**config.mk**
```make
export PLATFORM = sky130hd
export DESIGN_NAME = srb_bank
export DESIGN_NICKNAME = d
export VERILOG_FILES = /design/src/srb_pkg.sv /design/src/srb_ram.sv /design/src/srb_conv.sv /design/src/srb_bank.sv
export SDC_FILE = /design/constraint.sdc
export NUM_CORES = 2
export LEC_CHECK = 0
export ABC_AREA = 1
export BUFFER_PORTS_ARGS = -buffer_cell sky130_fd_sc_hd__buf_2
export CORE_ASPECT_RATIO = 1.2
export CORE_MARGIN = 8
export CORE_UTILIZATION = 60
export CTS_CLUSTER_DIAMETER = 50
export DETAILED_ROUTE_END_ITERATION = 10
export PLACE_DENSITY = 0.77
export SLEW_MARGIN = 10
export SYNTH_ARGS = -nofsm -noshare
export SYNTH_HDL_FRONTEND = slang
export SYNTH_SLANG_ARGS = --single-unit
```
**constraint.sdc**
```tcl
create_clock -name pclk -period 3.2 [get_ports pclk]
set_input_delay 0.32 -clock pclk [delete_from_list [all_inputs] [get_ports pclk]]
set_output_delay 0.32 -clock pclk [all_outputs]
set_load 0.05 [all_outputs]
```
**src/srb_pkg.sv**
```systemverilog
// Shared constants and types of the special register bank
package srb_pkg;
  localparam int DW = 8;
  localparam int AW = 12;
  localparam int RAM_AW = 9;
  localparam int P7W = 6;
  // ---------------------------------------------------------------
  // Data memory addresses
  // ---------------------------------------------------------------
  localparam logic [5:0] A_INDIRECT = 6'h00;
  localparam logic [5:0] A_STATUS = 6'h03;
  localparam logic [5:0] A_MEMSEL = 6'h04;
  localparam logic [5:0] A_PORT5 = 6'h05;
  localparam logic [5:0] A_PORT6 = 6'h06;
  localparam logic [5:0] A_PORT7 = 6'h07;
  localparam logic [5:0] A_AIN = 6'h08;
  localparam logic [5:0] A_CONV = 6'h09;
  localparam logic [5:0] A_BANK_LO = 6'h05;
  localparam logic [5:0] A_BANK_HI = 6'h0f;
  localparam logic [5:0] A_GEN_LO = 6'h10;
  localparam logic [5:0] A_GEN_HI = 6'h1f;
  // ---------------------------------------------------------------
  // Bus word indices beyond the data memory
  // ---------------------------------------------------------------
  localparam logic [6:0] IX_DATA_END = 7'h40;
  localparam logic [6:0] IX_CTRL_LO = 7'h45;
  localparam logic [6:0] IX_CTRL_HI = 7'h4f;
  localparam logic [6:0] IX_CONV_STATUS = 7'h50;
  // ---------------------------------------------------------------
  // Backing memory regions
  // ---------------------------------------------------------------
  localparam logic [3:0] RAM_COMMON = 4'h0;
  localparam logic [2:0] RAM_CTRL = 3'h1;
  localparam logic [0:0] RAM_BANK = 1'h1;
  // ---------------------------------------------------------------
  // Reset values and pin positions
  // ---------------------------------------------------------------
  localparam logic [7:0] STATUS_RST = 8'h18;
  localparam logic [7:0] REG_RST = 8'h00;
  localparam logic [7:0] DIR_RST = 8'hff;
  localparam int P5_VREF_BIT = 3;
  localparam int P6_CMP_BIT = 0;
  localparam int DONE_CLR_BIT = 0;
  // ---------------------------------------------------------------
  // Converter timing
  // ---------------------------------------------------------------
  localparam logic [6:0] DIV4 = 7'h04;
  localparam logic [6:0] DIV8 = 7'h08;
  localparam logic [6:0] DIV16 = 7'h10;
  localparam logic [6:0] DIV64 = 7'h40;
  localparam logic [3:0] CONV_TICKS = 4'hc;
  localparam int ADC_W = 12;

  typedef enum logic [1:0] {
    CK_DIV16 = 2'h0,
    CK_DIV4 = 2'h1,
    CK_DIV64 = 2'h2,
    CK_DIV8 = 2'h3
  } srb_clk_div_t;

  typedef struct packed {
    logic ctrl_segment_select;
    logic [1:0] fixed_zero;
    logic timeout;
    logic power_down;
    logic zero;
    logic half_carry_flag;
    logic carry;
  } srb_status_t;

  typedef struct packed {
    logic [1:0] bank;
    logic [5:0] pointer;
  } srb_memsel_t;

  typedef struct packed {
    logic reference_source_select;
    srb_clk_div_t conversion_clock_divider;
    logic conversion_running;
    logic converter_power_on;
    logic [2:0] analog_channel_select;
  } srb_conv_ctrl_t;
endpackage

```
**src/srb_ram.sv**
```systemverilog
// Byte memory for common, banked and control segment registers
module srb_ram
  import srb_pkg::*;
(
  input wire logic pclk,
  input wire logic we,
  input wire logic [RAM_AW-1:0] waddr,
  input wire logic [DW-1:0] wdata,
  input wire logic [RAM_AW-1:0] raddr,
  output logic [DW-1:0] rdata
);
  logic [DW-1:0] mem [0:(1<<RAM_AW)-1];

  always_ff @(posedge pclk)
  begin
    if (we)
    begin
      mem[waddr] <= wdata;
    end
    rdata <= mem[raddr];
  end
endmodule

```
**src/srb_conv.sv**
```systemverilog
// Conversion sequencer: clock prescaler and conversion length
module srb_conv
  import srb_pkg::*;
(
  input wire logic pclk,
  input wire logic presetn,
  input wire logic start,
  input wire srb_clk_div_t clk_sel,
  output logic done
);
  typedef enum logic [1:0] {
    ST_IDLE = 2'b00,
    ST_RUN = 2'b01,
    ST_DONE = 2'b11
  } srb_conv_state_t;

  localparam int MAX_WAIT = 800;

  srb_conv_state_t state;
  srb_clk_div_t sel;
  logic [6:0] presc;
  logic [3:0] ticks;

  // Divider code 11 taken as oscillator/8
  function automatic logic [6:0] div_limit(input srb_clk_div_t s);
    case (s)
      CK_DIV4: div_limit = DIV4;
      CK_DIV8: div_limit = DIV8;
      CK_DIV64: div_limit = DIV64;
      default: div_limit = DIV16;
    endcase
  endfunction

  wire tick = presc == div_limit(sel) - 7'h01;
  wire last = ticks == CONV_TICKS - 4'h1;
  assign done = state == ST_DONE;

  always_ff @(posedge pclk or negedge presetn)
  begin
    if (!presetn)
    begin
      state <= ST_IDLE;
      sel <= CK_DIV16;
      presc <= 7'h00;
      ticks <= 4'h0;
    end
    else
    begin
      case (state)
        ST_IDLE:
        begin
          presc <= 7'h00;
          ticks <= 4'h0;
          sel <= clk_sel;
          if (start)
          begin
            state <= ST_RUN;
          end
        end
        ST_RUN:
        begin
          presc <= tick ? 7'h00 : presc + 7'h01;
          if (tick)
          begin
            ticks <= ticks + 4'h1;
            if (last)
            begin
              state <= ST_DONE;
            end
          end
        end
        default: state <= ST_IDLE;
      endcase
    end
  end
endmodule

```
**src/srb_bank.sv**
```systemverilog
// Special register bank with converter control, APB slave
//
// Summary of operation
// Status bit 7 picks control segment.
// Status bits 6 and 5 read zero.
// Timeout set by reset/sleep/clear, cleared by timeout.
// Power-down set by reset/clear, cleared by sleep.
// Software writes never change timeout or power-down.
// Zero, half carry, carry follow the ALU.
// Memory select bits 7:6 pick bank.
// Memory select bits 5:0 hold indirect address.
// Address 00 redirects through memory select.
// Common and banked ranges; segment for control.
// Third port has six bits, top zero.
// Analog enable bit n frees port six pin.
// Comparator over analog over digital on pin zero.
// Bit 7 selects pin reference, else supply.
// Reference over third PWM over digital I/O.
// Software keeps PWM off when pin is reference.
// Bits 6:5 select conversion clock divider.
// Divider code 11 means oscillator/8.
// Writing 1 starts; hardware alone clears run.
// Bit 3 low powers the converter reference down.
// Bits 2:0 select analog input zero to seven.
// Channel changes only when idle and flag clear.
// Completion loads result, clears run, sets flag.
//
// The implementer's own choice: the APB register port.
module srb_bank
  import srb_pkg::*;
(
  input wire logic pclk,
  input wire logic presetn,
  input wire logic psel,
  input wire logic penable,
  input wire logic pwrite,
  input wire logic [AW-1:0] paddr,
  input wire logic [31:0] pwdata,
  output logic [31:0] prdata,
  output logic pready,
  output logic pslverr,
  input wire logic alu_flag_update,
  input wire logic alu_zero,
  input wire logic alu_half_carry,
  input wire logic alu_carry,
  input wire logic sleep_instruction,
  input wire logic watchdog_clear_instruction,
  input wire logic watchdog_timeout,
  input wire logic third_pwm_output_enable,
  input wire logic third_pwm_wave,
  input wire logic comparator_output_enable,
  input wire logic comparator_output,
  input wire logic [DW-1:0] port_five_in,
  output logic [DW-1:0] port_five_out,
  output logic [DW-1:0] port_five_oe,
  input wire logic [DW-1:0] port_six_in,
  output logic [DW-1:0] port_six_out,
  output logic [DW-1:0] port_six_oe,
  input wire logic [P7W-1:0] port_seven_in,
  output logic [P7W-1:0] port_seven_out,
  output logic [P7W-1:0] port_seven_oe,
  input wire logic [ADC_W-1:0] analog_sample,
  output logic [ADC_W-1:0] conversion_result,
  output logic conversion_done_flag,
  output logic conversion_running,
  output logic [2:0] analog_channel,
  output logic reference_from_pin,
  output logic converter_power_on,
  output logic ctrl_segment_select
);
  localparam int PW = 2 * DW + P7W;

  srb_status_t status_flags;
  srb_memsel_t memory_select;
  srb_conv_ctrl_t converter_control;
  srb_status_t next_status;
  srb_conv_ctrl_t next_conv;
  logic [DW-1:0] port_five_data;
  logic [DW-1:0] port_six_data;
  logic [P7W-1:0] port_seven_data;
  logic [DW-1:0] dir_five;
  logic [DW-1:0] dir_six;
  logic [P7W-1:0] dir_seven;
  logic [DW-1:0] analog_input_enable;
  logic ack;
  logic conv_done;
  logic [DW-1:0] ram_q;
  logic [PW-1:0] pin_s1;
  logic [PW-1:0] pin_s2;
  logic [PW-1:0] pin_s3;
  logic [PW-1:0] pin_f;

  // ---------------------------------------------------------------
  // Address decode
  // ---------------------------------------------------------------
  function automatic logic is_common(input logic [5:0] a);
    is_common = a < A_BANK_LO || (a >= A_GEN_LO && a <= A_GEN_HI);
  endfunction

  wire [6:0] idx = paddr[8:2];
  wire idx_ok = paddr[AW-1:9] == '0;
  wire access = psel && penable;
  wire ds = idx_ok && idx < IX_DATA_END;
  wire [5:0] reg6 = idx[5:0];
  wire indirect = reg6 == A_INDIRECT;
  wire [5:0] eff = indirect ? memory_select.pointer : reg6;
  wire hit_null = ds && eff == A_INDIRECT;
  wire bank0 = memory_select.bank == 2'h0;
  wire seg = status_flags.ctrl_segment_select;
  wire hit_status = ds && eff == A_STATUS;
  wire hit_memsel = ds && eff == A_MEMSEL;
  wire hit_p5 = ds && bank0 && eff == A_PORT5;
  wire hit_p6 = ds && bank0 && eff == A_PORT6;
  wire hit_p7 = ds && bank0 && eff == A_PORT7;
  wire hit_ain = ds && bank0 && eff == A_AIN;
  wire hit_conv = ds && bank0 && eff == A_CONV;
  wire hit_ctl = idx_ok && idx >= IX_CTRL_LO && idx <= IX_CTRL_HI;
  wire hit_d5 = hit_ctl && !seg && reg6 == A_PORT5;
  wire hit_d6 = hit_ctl && !seg && reg6 == A_PORT6;
  wire hit_d7 = hit_ctl && !seg && reg6 == A_PORT7;
  wire hit_cst = idx_ok && idx == IX_CONV_STATUS;
  wire hit_real = hit_null || hit_status || hit_memsel || hit_p5
    || hit_p6 || hit_p7 || hit_ain || hit_conv || hit_d5 || hit_d6
    || hit_d7;
  wire hit_ram = (ds || hit_ctl) && !hit_real;
  wire bad = !(ds || hit_ctl || hit_cst);

  wire [RAM_AW-1:0] ram_addr = hit_ctl ? {RAM_CTRL, seg, reg6[4:0]}
    : is_common(eff) ? {RAM_COMMON, eff[4:0]}
    : {RAM_BANK, memory_select.bank, eff};

  // ---------------------------------------------------------------
  // APB handshake, one wait state on every transfer
  // ---------------------------------------------------------------
  assign pready = access && ack;
  assign pslverr = pready && bad;
  wire wr_fire = pready && pwrite && !bad;
  wire [DW-1:0] wd = pwdata[DW-1:0];

  // ---------------------------------------------------------------
  // Pin input synchronisers
  // ---------------------------------------------------------------
  wire [PW-1:0] pins_in = {port_seven_in, port_six_in, port_five_in};
  wire [PW-1:0] pins_agree = ~(pin_s2 ^ pin_s3);
  wire [DW-1:0] pin5 = pin_f[DW-1:0];
  wire [DW-1:0] pin6 = pin_f[2*DW-1:DW];
  wire [P7W-1:0] pin7 = pin_f[PW-1:2*DW];

  // ---------------------------------------------------------------
  // Read data selection
  // ---------------------------------------------------------------
  wire [DW-1:0] rd_p5 = (dir_five & pin5) | (~dir_five & port_five_data);
  wire [DW-1:0] rd_p6 = ((dir_six & pin6) | (~dir_six & port_six_data))
    & ~analog_input_enable;
  wire [P7W-1:0] rd_p7 = (dir_seven & pin7)
    | (~dir_seven & port_seven_data);
  wire [DW-1:0] rd_mux = hit_status ? status_flags
    : hit_memsel ? memory_select
    : hit_p5 ? rd_p5
    : hit_p6 ? rd_p6
    : hit_p7 ? DW'(rd_p7)
    : hit_ain ? analog_input_enable
    : hit_conv ? converter_control
    : hit_d5 ? dir_five
    : hit_d6 ? dir_six
    : hit_d7 ? DW'(dir_seven)
    : hit_cst ? DW'(conversion_done_flag)
    : hit_ram ? ram_q
    : REG_RST;

  // ---------------------------------------------------------------
  // Status and converter next values
  // ---------------------------------------------------------------
  wire conv_wr = wr_fire && hit_conv;
  wire srb_conv_ctrl_t conv_wd = srb_conv_ctrl_t'(wd);
  wire start = conv_wr && conv_wd.conversion_running
    && !converter_control.conversion_running;
  wire chan_open = !conversion_done_flag
    && !converter_control.conversion_running;
  wire done_clr = wr_fire && hit_cst && pwdata[DONE_CLR_BIT];

  always_comb
  begin
    next_status = status_flags;
    if (wr_fire && hit_status)
    begin
      next_status.ctrl_segment_select = wd[DW-1];
      next_status.zero = wd[2];
      next_status.half_carry_flag = wd[1];
      next_status.carry = wd[0];
    end
    if (alu_flag_update)
    begin
      next_status.zero = alu_zero;
      next_status.half_carry_flag = alu_half_carry;
      next_status.carry = alu_carry;
    end
    if (watchdog_timeout)
    begin
      next_status.timeout = 1'b0;
    end
    if (sleep_instruction)
    begin
      next_status.timeout = 1'b1;
      next_status.power_down = 1'b0;
    end
    if (watchdog_clear_instruction)
    begin
      next_status.timeout = 1'b1;
      next_status.power_down = 1'b1;
    end
    next_status.fixed_zero = 2'h0;
  end

  always_comb
  begin
    next_conv = converter_control;
    if (conv_wr)
    begin
      next_conv.reference_source_select =
        conv_wd.reference_source_select;
      next_conv.conversion_clock_divider =
        conv_wd.conversion_clock_divider;
      next_conv.converter_power_on = conv_wd.converter_power_on;
      if (chan_open)
      begin
        next_conv.analog_channel_select =
          conv_wd.analog_channel_select;
      end
    end
    if (conv_done)
    begin
      next_conv.conversion_running = 1'b0;
    end
    if (start)
    begin
      next_conv.conversion_running = 1'b1;
    end
  end

  // ---------------------------------------------------------------
  // Registers
  // ---------------------------------------------------------------
  always_ff @(posedge pclk or negedge presetn)
  begin
    if (!presetn)
    begin
      ack <= 1'b0;
      prdata <= '0;
      status_flags <= STATUS_RST;
      memory_select <= REG_RST;
      converter_control <= REG_RST;
      port_five_data <= REG_RST;
      port_six_data <= REG_RST;
      port_seven_data <= '0;
      dir_five <= DIR_RST;
      dir_six <= DIR_RST;
      dir_seven <= DIR_RST[P7W-1:0];
      analog_input_enable <= REG_RST;
      conversion_done_flag <= 1'b0;
      conversion_result <= '0;
      pin_s1 <= '0;
      pin_s2 <= '0;
      pin_s3 <= '0;
      pin_f <= '0;
    end
    else
    begin
      ack <= access && !ack;
      if (access && !ack)
      begin
        prdata <= {24'h000000, rd_mux};
      end
      status_flags <= next_status;
      converter_control <= next_conv;
      if (wr_fire && hit_memsel)
      begin
        memory_select <= wd;
      end
      if (wr_fire && hit_p5)
      begin
        port_five_data <= wd;
      end
      if (wr_fire && hit_p6)
      begin
        port_six_data <= wd;
      end
      if (wr_fire && hit_p7)
      begin
        port_seven_data <= wd[P7W-1:0];
      end
      if (wr_fire && hit_d5)
      begin
        dir_five <= wd;
      end
      if (wr_fire && hit_d6)
      begin
        dir_six <= wd;
      end
      if (wr_fire && hit_d7)
      begin
        dir_seven <= wd[P7W-1:0];
      end
      if (wr_fire && hit_ain)
      begin
        analog_input_enable <= wd;
      end
      if (conv_done)
      begin
        conversion_done_flag <= 1'b1;
        conversion_result <= analog_sample;
      end
      else if (done_clr)
      begin
        conversion_done_flag <= 1'b0;
      end
      pin_s1 <= pins_in;
      pin_s2 <= pin_s1;
      pin_s3 <= pin_s2;
      pin_f <= (pins_agree & pin_s2) | (~pins_agree & pin_f);
    end
  end

  srb_ram u_ram (
    .pclk(pclk),
    .we(wr_fire && hit_ram),
    .waddr(ram_addr),
    .wdata(wd),
    .raddr(ram_addr),
    .rdata(ram_q)
  );

  srb_conv u_conv (
    .pclk(pclk),
    .presetn(presetn),
    .start(start),
    .clk_sel(next_conv.conversion_clock_divider),
    .done(conv_done)
  );

  // ---------------------------------------------------------------
  // Pin function priority
  // ---------------------------------------------------------------
  wire p5_vref = converter_control.reference_source_select;
  wire p5_pwm = third_pwm_output_enable;

  genvar i;
  generate
    for (i = 0; i < DW; i++)
    begin : g_p5
      if (i == P5_VREF_BIT)
      begin : g_shared

        assign port_five_oe[i] = !p5_vref && (p5_pwm || !dir_five[i]);
        assign port_five_out[i] = p5_pwm ? third_pwm_wave
          : port_five_data[i];
      end
      else
      begin : g_plain
        assign port_five_oe[i] = !dir_five[i];
        assign port_five_out[i] = port_five_data[i];
      end
    end
    for (i = 0; i < DW; i++)
    begin : g_p6
      wire cmp = i == P6_CMP_BIT && comparator_output_enable;

      assign port_six_oe[i] = cmp
        || (!analog_input_enable[i] && !dir_six[i]);
      assign port_six_out[i] = cmp ? comparator_output
        : port_six_data[i];
    end
  endgenerate

  assign port_seven_oe = ~dir_seven;
  assign port_seven_out = port_seven_data;
  assign conversion_running = converter_control.conversion_running;
  assign analog_channel = converter_control.analog_channel_select;
  assign reference_from_pin = p5_vref;
  assign converter_power_on = converter_control.converter_power_on;
  assign ctrl_segment_select = seg;
endmodule

```
==> flow_metrics.py <==
metrics = {
    "status": {
        "status": "finished, violations left",
        "violations": "negative hold slack, negative setup slack",
    },
    "logic_synthesis": {
        "netlist_instances": 7558,
        "avgSynthCellArea_um2": 15.3,
        "synth_seq_cells": 3039,
        "synth_largest_area_cell": "edfxtp_1",
        "netlist-cell-type-count": 60,
        "synth_area_um2": 115000,
        "synthTopCellsByArea": "edfxtp_1 (74%), a22oi_1 (9.2%), dfrtp_1 (3.8%), nand2_1 (3.5%), a21oi_1 (1.6%)",
        "synth_top_area_frac": 0.737,
        "synth_commonest_cells": "edfxtp_1 (2,832), a22oi_1 (1,412), nand2_1 (1,086)",
        "ys.flop_type": "edfxtp_1",
        "yosysSeqAreaShare": 0.782,
        "synth_warnings": 0,
        "synthArstFlopShare": 0.0655,
        "synth_edf_count": 2832,
        "yosysMostFrequentCell": "edfxtp_1",
    },
    "setup_path": {
        "cp.arrival_ns": 4.06,
        "crit_type": "flop to flop",
        "cp_common_cell": "nand3_1",
        "cp-end-kind": "flop",
        "crit_path_cell_trace": "inv_2, nand4_1, nand2_4, nor2_4, buf_6, buf_12, buf_6, buf_4, a22oi_1, a21oi_1, or2_2, o21ai_4, and2_4, nand3_1, nand3_1, nand3_1",
        "crit_path_start_kind": "flop",
        "cp_slowest_stage_delay_ns": 0.39,
        "critPathRequiredTime_ns": 4.02,
        "critPathMaxFanout": 14,
        "cp_slowest_cell": "dfrtp_1",
    },
    "timing": {
        "tightest_slew_ns": 0.882,
        "max-slew-margin-rel": 0.412,
        "hold_viol": 1,
        "rsz0062_at_grt": "true",
        "fin_crit_ns": 3.25,
        "tns_ns": -0.0470,
        "timing.fmax_mhz": 308,
        "min_period_over_period": 1.01,
        "setup_viol": 1,
        "slew_violations": 0,
        "skew_ns": 0.0888,
        "setup_ws_ns": -0.0470,
        "whs_ns": -0.00310,
    },
    "die": {
        "fp.dieH_um": 496,
        "num_io_pins": 192,
        "initial_utilization": 0.603,
        "die_width_um": 416,
        "rows": 176,
        "die_area_um2": 207000,
        "core_um2": 191000,
    },
    "drt": {
        "drt-total-wl_um": 322000,
        "vias_per_cell": 6.06,
        "dr.pass1.iters": 6,
        "route.detailed.drc": 0,
        "post_drt_wl_per_cell_um": 25.8,
        "vias": 75700,
        "postRouteAntennaNets": 0,
        "first_iter_violations": 10100,
    },
    "cts": {
        "cts.sinks": 3039,
        "cts_tree": "built",
        "clkTransAtPathRegs_ns": 0.06,
        "cts_made_buffers": 298,
        "clk_latency_ns": 0.98,
        "root_buffer": "clkbuf_16",
        "clockBufferDepth": 4,
        "h-tree-depth": 5,
    },
    "global_route": {
        "grt_pass1_wl_um": 468000,
        "antenna_found_initial": 5,
        "grt_usage": 0.302,
        "grt_pass1_vias": 75900,
        "grt_max_degree": 133,
        "grt_remaining_overflow": 0,
    },
    "power": {
        "peakVddDrop_mv": 0.428,
        "power_mw": 84.3,
        "power.leakage_nw": 52.6,
        "switchingPower_mw": 18.7,
        "p_int_mw": 65.6,
        "sw_frac_of_total": 0.222,
        "power.density_nw_per_um2": 599,
        "pwr-share-clk": 0.392,
        "seq_power_share": 0.539,
        "pwr-share-comb": 0.069,
    },
    "placement": {
        "preCtsSetupSlack_ns": -0.821,
        "placed_cells": 11900,
        "place.port_buffers": 141,
        "dp_hpwl_um": 202000,
        "place_congestion": 0.942,
    },
    "job": {
        "cap_viol_max_count": 0,
    },
    "layout": {
        "final_cell_count_no_fill": 12500,
        "nFillCells": 11300,
        "syn2layout_area_growth_pct": 22.0,
        "fin_nets": 9878,
        "drive_gt1_frac": 0.171,
    },
    "worst_hold_path": {
        "hold_class": "input pin to async pin",
    },
}
-- placed cells by master, fill, tap and decap left out, drive strengths merged, types with 7 or more instances in the layout --
cell | netlist | layout
nand2 | 1095 | 1095
clkinv | 1 | 112
buf | 379 | 1110
maj3 | 22 | 22
nor3 | 54 | 54
o21ai | 158 | 158
dfxtp | 8 | 8
dfrtp | 175 | 175
a21oi | 375 | 375
dfstp | 24 | 24
o31ai | 40 | 40
dlygate4sd3 | 0 | 71
a21boi | 7 | 7
o22ai | 9 | 9
nor2 | 416 | 416
or2 | 73 | 73
inv | 132 | 140
conb | 1 | 1224
a21o | 63 | 63
bufinv | 0 | 14
a22oi | 1412 | 1412
nand3 | 74 | 74
edfxtp | 2832 | 2832
clkbuf | 110 | 382
nand4 | 63 | 63
-- what timing repair did --
action                                  CTS  global route
gates resized for setup                  59           109
pin swaps                                14            36
cloned                                    2             5
hold buffers                             71             0
endpoints found under the setup margin    8            70
hold endpoints to repair                682             0
buffers inserted                         14            16
-- through the flow --
| stage | cell area, um^2 | utilization |
|---|---|---|
| 2_1_floorplan | 120000 | - |
| 3_3_place_gp | 130000 | 0.679 |
| 3_5_place_dp | 130000 | 0.679 |
| 4_1_cts | 140000 | 0.732 |
| 5_1_grt | 141000 | 0.735 |
| 6_report | 141000 | 0.735 |
-- cell families after synthesis --
group | share of synthesized area
fa+ha+maj | 0.00213
xor+xnor | 0.000228
other cells | 0.0000325
compound gates | 0.124
mux | 0.000260
flops | 0.782
simple gates | 0.0644
buf+inv | 0.0271
-- critical path, delay by kind of cell, from the launching register on --
family          cells  cell delay (ns)
flops               1             0.39
buf+inv             5             0.73
compound gates      3             0.57
simple gates        8             1.39
-- power groups by stage --
stage | clock (mW) | sequential, mW | combinational, mW
after floorplan | 0 | 46.1 | 2.61
after global placement | 0 | 46.1 | 5.26
after detailed placement | 0 | 46.2 | 5.37
final | 33.0 | 45.4 | 5.84
after global routing | 34.7 | 45.5 | 6.19
after CTS | 33.3 | 45.4 | 5.57
-- metal layers --
metal / part of all wire / track usage / up-vias
met4: 0.068 / 0.177 / 2
met3: 0.10 / 0.0576 / 977
li1: - / - / 32400
met5: 0.000044 / 0 / -
met2: 0.48 / 0.502 / 4834
met1: 0.34 / 0.375 / 37500
-- sequential cells by signal, summed over array words and instances, names as in the netlist, 2 cells and up, named ones only --
signal / count
port_six_data: 8
memory_select: 8
dir_five: 8
u_ram.rdata: 8
converter_control: 2
port_five_data: 8
u_conv.sel: 2
pin_s1: 22
dir_seven: 6
status_flags: 5
u_conv.ticks: 4
u_conv.state: 2
pin_s3: 22
pin_s2: 22
u_ram.mem: 2832
analog_channel: 3
prdata: 8
port_seven_out: 6
conversion_result: 12
u_conv.presc: 7
analog_input_enable: 8
dir_six: 8
-- final cells by class --
cell class / count / area, um^2 / area share
sequential: 3039 / 90200 / 0.641
multi-input combinational: 5120 / 27200 / 0.193
timing repair buffer: 1189 / 10600 / 0.0754
clock buffer: 376 / 7980 / 0.0567
tap: 2492 / 3120 / 0.0222
clock inverter: 136 / 1050 / 0.00748
inverter: 133 / 527 / 0.00374
timing repair inverter: 1 / 8.76 / 0.0000622
antenna: 3 / 7.51 / 0.0000533
-- path summary, 6_finish.rpt --
check | slack [ns] | endpoint | depth (start not counted) | start
worst max-delay path | -0.05 | u_ram.rdata[2] | 16 | memory_select[0]
worst min-delay path | -0.003 | port_five_data[0] | 2 | presetn
worst max register to register | -0.05 | u_ram.rdata[2] | 16 | memory_select[0]
worst min register to register | 0.28 | pin_s2[15] | 0 | pin_s1[15]
max in group asynchronous | 2.35 | pin_s2[19] | 3 | presetn
min in group pclk | 0.04 | pin_s1[12] | 2 | port_six_in[4]
Note: power is estimated with default switching activity, not from simulation.
